**config.mk**
```make
export PLATFORM = sky130hd
export DESIGN_NAME = agcc_core
export DESIGN_NICKNAME = d
export VERILOG_FILES = /design/src/hw/agcc_pkg.sv /design/src/hw/agcc_core.sv
export SDC_FILE = /design/constraint.sdc
export NUM_CORES = 1
export LEC_CHECK = 0
export BUFFER_PORTS_ARGS = -buffer_cell sky130_fd_sc_hd__buf_2
export CORE_ASPECT_RATIO = 2
export CORE_UTILIZATION = 61
export CTS_CLUSTER_SIZE = 12
export DETAILED_ROUTE_END_ITERATION = 16
export PLACE_DENSITY = 0.95
export SLEW_MARGIN = 20
export SYNTH_ARGS = -nofsm -noshare
export SYNTH_HDL_FRONTEND = slang
export SYNTH_SLANG_ARGS = --single-unit
```
**constraint.sdc**
```tcl
create_clock -name ref_clk -period 13.6 [get_ports ref_clk]
set_clock_uncertainty 0.2 [all_clocks]
set_input_delay 1.36 -clock ref_clk [delete_from_list [all_inputs] [get_ports ref_clk]]
set_output_delay 1.36 -clock ref_clk [all_outputs]
set_load 0.02 [all_outputs]
```
**src/hw/agcc_pkg.sv**
```systemverilog
// agcc_pkg: constants, codes and carrier types of the adaptive gate current control
// assumes one 10 MHz bridge-driver clock; current codes count 0.5 mA steps
package agcc_pkg;
    localparam int CUR_W = 6;
    localparam int TIME_W = 8;
    localparam int DLY_W = 8;
    // current codes
    localparam logic [CUR_W-1:0] CUR_MIN = 6'h01;
    localparam logic [CUR_W-1:0] CUR_HARD_OFF = 6'h3F;
    localparam logic [CUR_W-1:0] HOLD_LOW = 6'h01;
    localparam logic [CUR_W-1:0] HOLD_HIGH = 6'h04;
    localparam logic [CUR_W-1:0] STEP_ONE = 6'h01;
    localparam logic [CUR_W-1:0] STEP_TWO = 6'h02;
    // delay measurement saturation and step; phase timer step and zero
    localparam logic [DLY_W-1:0] DLY_MAX = 8'hFF;
    localparam logic [DLY_W-1:0] DLY_ONE = 8'h01;
    localparam logic [TIME_W-1:0] TIME_ONE = 8'h01;
    localparam logic [TIME_W-1:0] TIME_ZERO = 8'h00;
    // gate_adapt_select codes
    localparam logic [1:0] AGC_OFF = 2'h0;
    localparam logic [1:0] AGC_FIXED = 2'h1;
    localparam int AGC_ADAPT_BIT = 1;
    // delay error direction
    typedef enum logic [1:0] {
        ERR_NONE = 2'b00,
        ERR_LONG = 2'b01,
        ERR_SHORT = 2'b10
    } agcc_err_t;
    // per half-bridge phase
    typedef enum logic [2:0] {
        ST_OFF_HOLD = 3'b000,
        ST_PRECHG = 3'b001,
        ST_CHG = 3'b010,
        ST_ON_HOLD = 3'b011,
        ST_PREDCHG = 3'b100,
        ST_DCHG = 3'b101
    } agcc_state_t;
    // per half-bridge configuration
    typedef struct packed {
        logic [DLY_W-1:0] turn_on_target;
        logic [DLY_W-1:0] turn_off_target;
        logic [CUR_W-1:0] max_drive_current;
        logic [CUR_W-1:0] precharge_init_value;
        logic [CUR_W-1:0] predischarge_init_value;
        logic [TIME_W-1:0] precharge_time;
        logic [TIME_W-1:0] predischarge_time;
        logic [CUR_W-1:0] charge_current;
        logic [CUR_W-1:0] discharge_current;
        logic [CUR_W-1:0] freewheel_current;
    } agcc_cfg_t;
    // gate drive command; sink high means current drawn from the gate
    typedef struct packed {
        logic [CUR_W-1:0] act_code;
        logic act_sink;
        logic [CUR_W-1:0] fw_code;
        logic fw_sink;
    } agcc_drv_t;
    // readable status
    typedef struct packed {
        logic [DLY_W-1:0] turn_on_delay;
        logic [DLY_W-1:0] turn_off_delay;
        logic [CUR_W-1:0] adaptive_precharge_current;
        logic [CUR_W-1:0] adaptive_predischarge_current;
    } agcc_stat_t;
endpackage

```
**src/hw/agcc_core.sv**
```systemverilog
// agcc_core: per half-bridge pre-charge / pre-discharge sequencing and current adaptation
// assumes control bits come from same-clock register logic; pwm pin and gate comparators async
// Operation
// - adapt only while gate_adapt_select is 10 or 11
// - tune pre-charge to turn-on target, pre-discharge to turn-off target
// - turn-on and turn-off targets come from writable control inputs
// - measure turn-on and turn-off delays and present them as status
// - source adaptive pre-charge current for the configured pre-charge time
// - sink adaptive pre-discharge current for the configured pre-discharge time
// - adaptive currents never exceed the per-bridge maximum drive current unless that maximum is below CUR_MIN
// - adaptive currents never fall below the lowest current step
// - starting currents come from the configured initial values
// - charge, discharge and freewheel phases use their configured currents
// - hard-off uses the top discharge code 63
// - pre-charge and pre-discharge durations are set per half-bridge
// - hold current chosen by a control bit outside switching phases
// - pwm pin is synchronised before the internal pwm changes
// - on pwm enable, initialise currents to the init value clamped into [CUR_MIN, maximum]
// - unfiltered: raise current when delay too long, lower when too short
// - step size one when step bit is 0, two when 1
// - filtered: change only when last two cycles erred the same way
module agcc_core
    import agcc_pkg::*;
#(
    parameter int NUM_HB = 2
) (
    // clock and reset
    input wire logic ref_clk,
    input wire logic nrst,
    // general control
    input wire logic [1:0] gate_adapt_select,
    input wire logic adapt_filter_enable,
    input wire logic adapt_step_size,
    input wire logic hold_current_sel,
    // per half-bridge control
    input wire logic [NUM_HB-1:0] bridge_pwm_enable,
    input wire agcc_cfg_t hb_cfg [NUM_HB],
    // external pwm pin and gate threshold comparators
    input wire logic pwm_input_pin,
    input wire logic [NUM_HB-1:0] gate_on_reached,
    input wire logic [NUM_HB-1:0] gate_off_reached,
    // gate drive and status
    output agcc_drv_t hb_drive [NUM_HB],
    output agcc_stat_t measured_delay_status [NUM_HB]
);

    if (NUM_HB < 1) begin : g_bad_num
        $error("agcc_core: NUM_HB must be at least 1");
    end

    // clamp a widened value into [CUR_MIN, maxc]
    function automatic logic [CUR_W-1:0] clamp_cur(input logic [CUR_W+1:0] v,
                                                   input logic [CUR_W-1:0] maxc);
        logic [CUR_W+1:0] r;
        r = v;
        if (r > {2'b00, maxc}) begin
            r = {2'b00, maxc};
        end
        if (r < {2'b00, CUR_MIN}) begin
            r = {2'b00, CUR_MIN};
        end
        return r[CUR_W-1:0];
    endfunction

    // one adaptation step in the given direction, clamped
    function automatic logic [CUR_W-1:0] adapt_cur(input logic [CUR_W-1:0] cur,
                                                   input agcc_err_t err,
                                                   input logic [CUR_W-1:0] step,
                                                   input logic [CUR_W-1:0] maxc);
        logic [CUR_W+1:0] v;
        v = {2'b00, cur};
        if (err == ERR_LONG) begin
            v = {2'b00, cur} + {2'b00, step};
        end else if (err == ERR_SHORT) begin
            v = (cur > step) ? {2'b00, cur - step} : '0;
        end
        return clamp_cur(v, maxc);
    endfunction

    // compare a measured delay with its target
    function automatic agcc_err_t delay_err(input logic [DLY_W-1:0] meas,
                                            input logic [DLY_W-1:0] target);
        if (meas > target) begin
            return ERR_LONG;
        end else if (meas < target) begin
            return ERR_SHORT;
        end
        return ERR_NONE;
    endfunction

    // filter: pass the error only if it repeats the previous one
    function automatic agcc_err_t filt_err(input agcc_err_t cur, input agcc_err_t prev,
                                           input logic filt_en);
        if (!filt_en) begin
            return cur;
        end
        return (cur == prev) ? cur : ERR_NONE;
    endfunction

    // pwm pin synchroniser
    logic pwm_meta_ff;
    logic pwm_sync_ff;

    always_ff @(posedge ref_clk or negedge nrst) begin
        if (!nrst) begin
            pwm_meta_ff <= 1'b0;
            pwm_sync_ff <= 1'b0;
        end else begin
            pwm_meta_ff <= pwm_input_pin;
            pwm_sync_ff <= pwm_meta_ff;
        end
    end

    // shared decode
    wire adapt_on = gate_adapt_select[AGC_ADAPT_BIT];
    wire prephase_on = (gate_adapt_select != AGC_OFF);
    wire fixed_on = (gate_adapt_select == AGC_FIXED);
    wire [CUR_W-1:0] step = adapt_step_size ? STEP_TWO : STEP_ONE;
    wire [CUR_W-1:0] hold_code = hold_current_sel ? HOLD_HIGH : HOLD_LOW;

    for (genvar i = 0; i < NUM_HB; i++) begin : g_hb
        logic on_meta_ff;
        logic on_sync_ff;
        logic off_meta_ff;
        logic off_sync_ff;
        logic en_ff;
        agcc_state_t state_ff;
        agcc_state_t nxt_state;
        logic [TIME_W-1:0] phase_ff;
        logic [TIME_W-1:0] nxt_phase;
        logic [DLY_W-1:0] meas_ff;
        logic [DLY_W-1:0] nxt_meas;
        logic [CUR_W-1:0] pchg_ff;
        logic [CUR_W-1:0] pdchg_ff;
        agcc_err_t on_prev_ff;
        agcc_err_t off_prev_ff;
        agcc_drv_t drv_ff;
        agcc_drv_t nxt_drv;
        agcc_stat_t stat_ff;

        // gate comparator synchronisers
        always_ff @(posedge ref_clk or negedge nrst) begin
            if (!nrst) begin
                on_meta_ff <= 1'b0;
                on_sync_ff <= 1'b0;
                off_meta_ff <= 1'b0;
                off_sync_ff <= 1'b0;
            end else begin
                on_meta_ff <= gate_on_reached[i];
                on_sync_ff <= on_meta_ff;
                off_meta_ff <= gate_off_reached[i];
                off_sync_ff <= off_meta_ff;
            end
        end

        wire en = bridge_pwm_enable[i];
        wire en_rise = en & ~en_ff;
        wire [CUR_W-1:0] maxc = hb_cfg[i].max_drive_current;
        wire [CUR_W-1:0] pchg_init = clamp_cur({2'b00, hb_cfg[i].precharge_init_value},
                                               maxc);
        wire [CUR_W-1:0] pdchg_init = clamp_cur({2'b00, hb_cfg[i].predischarge_init_value},
                                                maxc);
        wire [CUR_W-1:0] pchg_lvl = fixed_on ? pchg_init : pchg_ff;
        wire [CUR_W-1:0] pdchg_lvl = fixed_on ? pdchg_init : pdchg_ff;
        wire meas_sat = (meas_ff == DLY_MAX);
        wire phase_end = (phase_ff <= TIME_ONE);
        wire on_done = (state_ff == ST_CHG) && (on_sync_ff || meas_sat);
        wire off_done = (state_ff == ST_DCHG) && (off_sync_ff || meas_sat);
        wire [DLY_W-1:0] meas_now = meas_sat ? DLY_MAX : meas_ff + DLY_ONE;
        wire agcc_err_t on_err = delay_err(meas_now, hb_cfg[i].turn_on_target);
        wire agcc_err_t off_err = delay_err(meas_now, hb_cfg[i].turn_off_target);
        wire agcc_err_t on_eff = filt_err(on_err, on_prev_ff, adapt_filter_enable);
        wire agcc_err_t off_eff = filt_err(off_err, off_prev_ff, adapt_filter_enable);

        // phase sequencing
        always_comb begin
            nxt_state = state_ff;
            nxt_phase = phase_ff;
            nxt_meas = meas_ff;
            unique case (state_ff)
                ST_OFF_HOLD: begin
                    if (en && pwm_sync_ff) begin
                        nxt_meas = '0;
                        nxt_phase = hb_cfg[i].precharge_time;
                        nxt_state = (prephase_on && hb_cfg[i].precharge_time != TIME_ZERO)
                                    ? ST_PRECHG : ST_CHG;
                    end
                end
                ST_PRECHG: begin
                    nxt_meas = meas_sat ? meas_ff : meas_now;
                    nxt_phase = phase_ff - TIME_ONE;
                    if (phase_end) begin
                        nxt_state = ST_CHG;
                    end
                end
                ST_CHG: begin
                    nxt_meas = meas_sat ? meas_ff : meas_now;
                    if (on_done) begin
                        nxt_state = ST_ON_HOLD;
                    end
                end
                ST_ON_HOLD: begin
                    if (!pwm_sync_ff) begin
                        nxt_meas = '0;
                        nxt_phase = hb_cfg[i].predischarge_time;
                        nxt_state = (prephase_on && hb_cfg[i].predischarge_time != TIME_ZERO)
                                    ? ST_PREDCHG : ST_DCHG;
                    end
                end
                ST_PREDCHG: begin
                    nxt_meas = meas_sat ? meas_ff : meas_now;
                    nxt_phase = phase_ff - TIME_ONE;
                    if (phase_end) begin
                        nxt_state = ST_DCHG;
                    end
                end
                ST_DCHG: begin
                    nxt_meas = meas_sat ? meas_ff : meas_now;
                    if (off_done) begin
                        nxt_state = ST_OFF_HOLD;
                    end
                end
                default: begin
                    nxt_state = ST_OFF_HOLD;
                end
            endcase
            if (!en) begin
                nxt_state = ST_OFF_HOLD;
            end
        end

        // gate drive for the coming phase
        always_comb begin
            nxt_drv = '0;
            unique case (nxt_state)
                ST_OFF_HOLD: begin
                    nxt_drv = '{hold_code, 1'b1, hb_cfg[i].freewheel_current, 1'b0};
                end
                ST_PRECHG: begin
                    nxt_drv = '{pchg_lvl, 1'b0, hb_cfg[i].freewheel_current, 1'b1};
                end
                ST_CHG: begin
                    nxt_drv = '{hb_cfg[i].charge_current, 1'b0,
                                hb_cfg[i].freewheel_current, 1'b1};
                end
                ST_ON_HOLD: begin
                    nxt_drv = '{hold_code, 1'b0, hold_code, 1'b1};
                end
                ST_PREDCHG: begin
                    nxt_drv = '{pdchg_lvl, 1'b1, hold_code, 1'b1};
                end
                ST_DCHG: begin
                    nxt_drv = '{hb_cfg[i].discharge_current, 1'b1, hold_code, 1'b1};
                end
                default: begin
                    nxt_drv = '0;
                end
            endcase
            if (!en) begin
                nxt_drv = '{CUR_HARD_OFF, 1'b1, CUR_HARD_OFF, 1'b1};
            end
        end

        always_ff @(posedge ref_clk or negedge nrst) begin
            if (!nrst) begin
                en_ff <= 1'b0;
                state_ff <= ST_OFF_HOLD;
                phase_ff <= '0;
                meas_ff <= '0;
                drv_ff <= '{CUR_HARD_OFF, 1'b1, CUR_HARD_OFF, 1'b1};
            end else begin
                en_ff <= en;
                state_ff <= nxt_state;
                phase_ff <= nxt_phase;
                meas_ff <= nxt_meas;
                drv_ff <= nxt_drv;
            end
        end

        // adaptation, once per measured edge
        always_ff @(posedge ref_clk or negedge nrst) begin
            if (!nrst) begin
                pchg_ff <= CUR_MIN;
                pdchg_ff <= CUR_MIN;
                on_prev_ff <= ERR_NONE;
                off_prev_ff <= ERR_NONE;
                stat_ff <= '{'0, '0, CUR_MIN, CUR_MIN};
            end else begin
                if (en_rise) begin
                    pchg_ff <= pchg_init;
                    pdchg_ff <= pdchg_init;
                    on_prev_ff <= ERR_NONE;
                    off_prev_ff <= ERR_NONE;
                end else begin
                    if (on_done) begin
                        stat_ff.turn_on_delay <= meas_now;
                        on_prev_ff <= on_err;
                        if (adapt_on) begin
                            pchg_ff <= adapt_cur(pchg_ff, on_eff, step,
                                                 maxc);
                        end
                    end
                    if (off_done) begin
                        stat_ff.turn_off_delay <= meas_now;
                        off_prev_ff <= off_err;
                        if (adapt_on) begin
                            pdchg_ff <= adapt_cur(pdchg_ff, off_eff, step,
                                                  maxc);
                        end
                    end
                end
                stat_ff.adaptive_precharge_current <= pchg_ff;
                stat_ff.adaptive_predischarge_current <= pdchg_ff;
            end
        end

        assign hb_drive[i] = drv_ff;
        assign measured_delay_status[i] = stat_ff;
    end

endmodule // agcc_core

```
==> results of run 1 <==
-- critical path, cell delays in order, from the launching register on --
cell and delay (ns):
dfrtp_1 0.41, ha_1 0.26, nand3_1 0.16, nor3_1 0.83, nor2b_1 0.41, inv_1 0.18
ha_1 0.27, a21oi_1 0.32, a21o_1 0.28, nand2_1 0.15, o21a_1 0.21, o21ai_0 0.90
ha_1 0.40, nand3_1 0.10, nor2_1 0.06, a21o_1 0.19, o31ai_2 0.19, mux2i_1 0.33
mux2i_1 0.10, mux2_2 0.27
-- path summary, 6_finish.rpt --
| path | from | to | slack (ns) | cells after the start |
|---|---|---|---|---|
| setup / recovery | g_hb[1].meas_ff[0] | g_hb[1].pchg_ff[1] | 7.27 | 19 |
| hold / removal | g_hb[0].on_meta_ff | g_hb[0].on_sync_ff | 0.15 | 0 |
| setup reg to reg | g_hb[1].meas_ff[0] | g_hb[1].pchg_ff[1] | 7.27 | 19 |
| hold reg to reg | g_hb[0].on_meta_ff | g_hb[0].on_sync_ff | 0.15 | 0 |
| max in group asynchronous | nrst | measured_delay_status[49] | 10.95 | 2 |
| min in group asynchronous | nrst | measured_delay_status[2] | 0.79 | 1 |
-- logic make-up (layout without fill, tap and decap cells) --
family	Yosys count	count (layout)	synth area share
and+or+nand+nor	460	460	0.184
AOI/OAI and AO/OA	447	447	0.237
DFF	166	166	0.352
buffers and inverters	158	378	0.0557
adders and majority gates	110	110	0.121
muxes	49	49	0.0423
xor gates and xnor gates	11	11	0.00808
other	0	3	0
-- area by class of cell --
cell class	instances	area (um2)
clock inverter	14	134
clock buffer	18	429
antenna	3	7.51
sequential	166	4200
fill	1507	5510
inverter	108	405
multi-input combinational	1077	7060
tap	259	324
timing repair buffer	238	1210
-- power by group through the flow --
stage / Clock (mW) / Combinational (mW) / Sequential (mW)
after detailed placement: 0 / 0.970 / 0.771
after CTS: 0.467 / 0.976 / 0.765
after global routing: 0.487 / 1.11 / 0.786
final: 0.468 / 0.999 / 0.771
after global placement: 0 / 0.937 / 0.769
after floorplan: 0 / 0.652 / 0.778
-- metal layers --
layer | up-vias | part of all wire
met5 | - | 0
met4 | 0 | 0.076
met3 | 216 | 0.074
met2 | 620 | 0.52
met1 | 5660 | 0.33
li1 | 5492 | -
-- cell usage after synthesis (4+ instances only) --
master,count
nand3b_1,5
a221oi_1,14
o31ai_1,10
xor2_1,7
ha_1,102
o21a_1,20
fa_1,8
nand2b_1,15
nor4_1,12
nor2_1,133
dfstp_2,36
a21boi_0,5
clkbuf_8,4
o311ai_0,5
inv_1,107
nor3b_1,6
nor2b_1,27
and3_1,6
xnor2_1,4
or4_1,6
clkbuf_1,39
o22ai_1,15
nand3_1,29
o221ai_1,4
mux2i_1,38
o22a_1,5
a211o_1,4
a2111oi_0,4
o21ai_0,150
a31oi_1,13
nor3_1,29
or3_1,11
a22o_1,5
nand2_1,140
a211oi_1,19
a21o_1,10
and2_1,5
or2_2,7
nand4_1,17
o211ai_1,23
mux2_2,11
dfrtp_1,130
a21oi_1,102
-- state kept, by name, summed over array words and instances, names as in the netlist, 2 cells and up --
name	flops
g_hb.phase_ff	16
g_hb.off_sync_ff	2
g_hb.state_ff	6
g_hb.pdchg_ff	12
g_hb.off_prev_ff	4
measured_delay_status	56
g_hb.on_meta_ff	2
g_hb.pchg_ff	12
hb_drive	28
g_hb.on_prev_ff	4
g_hb.off_meta_ff	2
g_hb.meas_ff	16
g_hb.en_ff	2
g_hb.on_sync_ff	2
==> impl_metrics.env, run 1 <==
export IMPL_layout_nets=1868
export IMPL_yosys_cell_types_count=82
export IMPL_pre_cts_ws_ns=7.30
export IMPL_gp_congestion=1.01
export IMPL_syn_area_um2=11900
export IMPL_p_sw_mw=0.980
export IMPL_finalHoldViolations=0
export IMPL_clock_sinks=166
export IMPL_leakage_nw=6.56
export IMPL_grt_pass1_vias=12000
export IMPL_cts_hold_buffers_added=0
export IMPL_post_cts_buffers=0
export IMPL_syn_avg_cell_area_um2=8.51
export IMPL_start_kind="flop"
export IMPL_grt_busiest_layer="met2"
export IMPL_grt_max_degree=92
export IMPL_worst_setup_path_type="reg -> reg"
export IMPL_finalWorstSetupSlack_ns=7.27
export IMPL_placed_cells=1848
export IMPL_worstPathRequired_ns=13.74
export IMPL_grt_usage=0.388
export IMPL_start_util=0.618
export IMPL_ys_warn_count=0
export IMPL_synthCells=1401
export IMPL_slew_headroom=0.205
export IMPL_final_area_um2=13800
export IMPL_drive_above_1_share=0.210
export IMPL_cts_made_buffers=17
export IMPL_power_mw=2.24
export IMPL_synthArstFlopShare=1.00
export IMPL_synth_seq_cells=166
export IMPL_die_w_um=101
export IMPL_final_common_cell="buf_2"
export IMPL_drt_vias_per_instance=6.37
export IMPL_synthTopCellsByArea="dfrtp_1 27%, ha_1 11%, dfstp_2 7.9%"
export IMPL_vdd_ir_drop_max_mv=0.127
export IMPL_max_freq_ghz=0.158
export IMPL_num_vias=12000
export IMPL_core_area_um2=19300
export IMPL_clkTransAtPathRegs_ns=0.07
export IMPL_endpoint_kind="flop"
export IMPL_fin_cells=1883
export IMPL_h_tree_depth=4
export IMPL_clock_latency_ns=0.46
export IMPL_area_growth_pct=15.5
export IMPL_use_met3=0.107
export IMPL_cts_resized=0
export IMPL_first_pass_iters=5
export IMPL_arrival_ns=6.46
export IMPL_hold_class="reg -> reg"
export IMPL_die_area_um2=20100
export IMPL_drc_errors=0
export IMPL_cts_max_path_buffers=2
export IMPL_drv_slew=0
export IMPL_synth_top_cell_by_area="dfrtp_1"
export IMPL_cts_tree="done"
export IMPL_clock_root_buffer="clkbuf_16"
export IMPL_wire_per_inst_um=19.9
export IMPL_internal_power_mw=1.26
export IMPL_synth_edf_count=0
export IMPL_synth_top_area_share=0.273
export IMPL_p_per_area_nw_per_um2=163
export IMPL_final_util=0.714
export IMPL_syn_num_nets=1661
export IMPL_die_h_um=200
export IMPL_seq_area_frac_synth=0.352
export IMPL_drt_wl_total_mm=37.5
export IMPL_row_count=72
export IMPL_min_period_ns=6.33
export IMPL_postRouteAntennaNets=0
export IMPL_fin_crit_sh=0.465
export IMPL_setup_violations=0
export IMPL_finalHoldWorstSlack_ns=0.152
export IMPL_gr_total_overflow=0
export IMPL_worst_pin_slew_ns=1.18
export IMPL_drt_iter0_drc=714
export IMPL_detailedPlacementHpwl_mm=28.8
export IMPL_p_seq_frac=0.345
export IMPL_p_sw_frac=0.438
export IMPL_clkPwrFrac=0.209
export IMPL_grt_first_pass_wirelength_mm=59.2
export IMPL_outcome="finished, final reports clean"
export IMPL_synth_ff_type="dfrtp_1"
export IMPL_pin_count=234
export IMPL_numPortBuffers=233
export IMPL_cp_max_fo=9
export IMPL_grt_use_met2=0.682
export IMPL_antenna_found_initial=2
export IMPL_final_cell_mix="232 x buf_2, 148 x o21ai_0, 140 x nand2_1, 133 x nor2_1, 130 x dfrtp_1"
export IMPL_met1_usage=0.376
export IMPL_post_dp_cell_area_um2=13200
export IMPL_finalSetupTns_ns=0
export IMPL_p_comb_frac=0.446
export IMPL_rsz0062_at_grt="false"
export IMPL_maxCapViolations=0
Note: power is estimated with default switching activity, not from simulation.
==> run 2: changes to the inputs <==
- ABC_AREA: not set -> 1
- CORE_UTILIZATION: 61 -> 52
- PLACE_DENSITY: 0.95 -> 0.88
- clock period: 13.6 -> 5.7 ns (I/O delays scaled with it)
==> run 2 against run 1 <==
Utilization down 9.2 points. Worst setup slack lost 6.7 ns. Wire length up 12%. Largest power group unchanged.
==> impl_metrics.env, run 2 <==
export IMPL_synth_top_cell_by_area="dfrtp_1"
export IMPL_grt_usage=0.344
export IMPL_row_count=80
export IMPL_post_cts_buffers=0
export IMPL_synth_commonest_cells="503 x nand2_1, 268 x inv_1, 141 x nor2_1"
export IMPL_cp_max_fo=7
export IMPL_synthTopCellsByArea="dfrtp_1 26%, nand2_1 15%, ha_1 10%"
export IMPL_start_kind="flop"
export IMPL_r2r_slack_ns=0.53
export IMPL_drt_vias_per_instance=5.75
export IMPL_area_growth_pct=16.8
export IMPL_max_freq_ghz=0.194
export IMPL_fillers=2152
export IMPL_clkPwrFrac=0.219
export IMPL_layout_nets=2317
export IMPL_finalHoldViolations=0
export IMPL_startpoint="g_hb[0].meas_ff[1]"
export IMPL_grt_first_pass_wirelength_mm=66.4
export IMPL_outcome="finished, final reports clean"
export IMPL_die_w_um=113
export IMPL_path_buf_inv=7
export IMPL_drive_above_1_share=0.194
export IMPL_cts_made_buffers=17
export IMPL_drc_errors=0
export IMPL_synthCells=1820
export IMPL_clkTransAtPathRegs_ns=0.08
export IMPL_reg2reg_depth=36
export IMPL_final_common_cell="nand2_1"
export IMPL_h_tree_depth=4
export IMPL_gr_total_overflow=0
export IMPL_min_to="g_hb[1].on_meta_ff"
export IMPL_arrival_ns=5.38
export IMPL_drt_iter0_drc=896
export IMPL_r2r_end="g_hb[0].pdchg_ff[0]"
export IMPL_p_sw_frac=0.461
export IMPL_cts_max_path_buffers=2
export IMPL_grt_max_degree=69
export IMPL_grt_pass1_vias=13700
export IMPL_min_from="gate_on_reached[1]"
export IMPL_drt_wl_total_mm=42.0
export IMPL_worstPathRequired_ns=5.91
export IMPL_maxCapViolations=0
export IMPL_p_comb_frac=0.459
export IMPL_wire_per_inst_um=17.8
export IMPL_antenna_found_initial=4
export IMPL_num_vias=13600
export IMPL_syn_area_um2=12700
export IMPL_cp_slowest_stage_delay_ns=0.37
export IMPL_cp_common_cell="nand2_1"
export IMPL_clock_sinks=166
export IMPL_final_cell_mix="503 x nand2_1, 268 x inv_1, 232 x buf_2, 140 x nor2_1, 130 x dfrtp_1"
export IMPL_gp_congestion=1.02
export IMPL_numPortBuffers=233
export IMPL_p_sw_mw=2.49
export IMPL_final_util=0.622
export IMPL_postRouteAntennaNets=0
export IMPL_synth_top_area_share=0.255
export IMPL_cp_slowest_cell="nor3_1"
export IMPL_clock_root_buffer="clkbuf_16"
export IMPL_worstHoldPathCells=1
export IMPL_hold_class="in -> reg"
export IMPL_vdd_ir_drop_max_mv=0.248
export IMPL_yosys_cell_types_count=58
export IMPL_synth_seq_cells=166
export IMPL_ys_warn_count=0
export IMPL_setup_violations=0
export IMPL_seq_area_frac_synth=0.330
export IMPL_cts_tree="done"
export IMPL_cpLargestDelayFamily="simple AND/OR/NAND/NOR gates"
export IMPL_synth_most_common_cell="nand2_1"
export IMPL_p_seq_frac=0.322
export IMPL_pin_count=234
export IMPL_rsz0062_at_grt="false"
export IMPL_start_util=0.533
export IMPL_fin_crit_sh=0.907
export IMPL_drv_slew=0
export IMPL_detailedPlacementHpwl_mm=33.2
export IMPL_clock_latency_ns=0.47
export IMPL_largest_register_ffs=56
export IMPL_synth_ff_type="dfrtp_1"
export IMPL_slew_headroom=0.302
export IMPL_min_period_ns=5.17
export IMPL_syn_avg_cell_area_um2=7.00
export IMPL_die_area_um2=25200
export IMPL_first_pass_iters=7
export IMPL_worst_pin_slew_ns=1.04
export IMPL_rr_startpoint="g_hb[0].meas_ff[1]"
export IMPL_p_per_area_nw_per_um2=363
export IMPL_endpoint_kind="flop"
export IMPL_internal_power_mw=2.91
export IMPL_worst_setup_path_type="reg -> reg"
export IMPL_core_area_um2=23900
export IMPL_synthArstFlopShare=1.00
export IMPL_finalSetupTns_ns=0
export IMPL_syn_num_nets=2080
export IMPL_die_h_um=223
export IMPL_leakage_nw=8.08
export IMPL_synth_edf_count=0
==> run 2: final cells by class <==
class | count | area, um2 | area share
antenna | 1 | 2.50 | 0.000168
clock buffer | 17 | 425 | 0.0286
clock inverter | 15 | 174 | 0.0117
inverter | 297 | 1130 | 0.0758
multi-input combinational | 1325 | 7280 | 0.489
sequential | 166 | 4200 | 0.282
tap | 287 | 359 | 0.0241
timing repair buffer | 250 | 1310 | 0.0882
==> run 2: logic make-up (layout without fill, tap and decap cells) <==
logic type | count (synthesis) | after routing | synth area share
adders and majority gates | 110 | 110 | 0.113
other | 0 | 1 | 0
xor gates and xnor gates | 16 | 16 | 0.0110
DFF | 166 | 166 | 0.330
buffers and inverters | 329 | 579 | 0.0998
and+or+nand+nor | 865 | 865 | 0.291
AOI/OAI and AO/OA | 334 | 334 | 0.155
==> run 2: power by group through the flow <==
stage	Clock, mW	Combinational (mW)	Sequential [mW]
5_1_grt	1.23	2.79	1.76
3_3_place_gp	0	2.36	1.74
4_1_cts	1.19	2.45	1.73
2_1_floorplan	0	1.58	1.82
3_5_place_dp	0	2.42	1.74
6_report	1.18	2.48	1.74
==> run 2: worst max-delay path by stage <==
stage	endpoint	slack, ns	cells past startpoint
after floorplan	g_hb[1].pchg_ff[0]	1.50	35
after detailed placement	g_hb[0].pdchg_ff[0]	0.57	36
after global placement	g_hb[0].pdchg_ff[0]	0.65	34
after CTS	g_hb[0].pdchg_ff[0]	0.54	36
final	g_hb[0].pdchg_ff[0]	0.53	36
after global routing	g_hb[0].pdchg_ff[0]	0.09	36
==> run 2: timing repair <==
action / CTS / global route
resized for setup: 0 / 2
hold buffers: 5 / 0
endpoints found under the setup margin: 0 / 2
endpoints found under the hold margin: 67 / 0
==> run 2: routing by layer <==
metal	vias to the layer above	track usage	part of all wire	routed length, um
met5	-	0	0	0
met4	0	0.289	0.080	3370
met3	220	0.0557	0.060	2500
met1	6290	0.325	0.33	14000
met2	650	0.636	0.53	22100
li1	6408	-	-	-
==> run 2: stage by stage <==
stage          worst slack (ns)  instances  total power [mW]  cell area (um2)  hold slack (ns)
2_1_floorplan              1.50       1820              3.39            12700           0.0744
3_3_place_gp              0.654       2320              4.09            14200            0.134
3_5_place_dp              0.567       2320              4.17            14200            0.135
4_1_cts                   0.536       2357              5.36            14900          0.00273
5_1_grt                  0.0866       2358              5.77            14900           0.0169
6_report                  0.532       2358              5.40            14900           0.0198
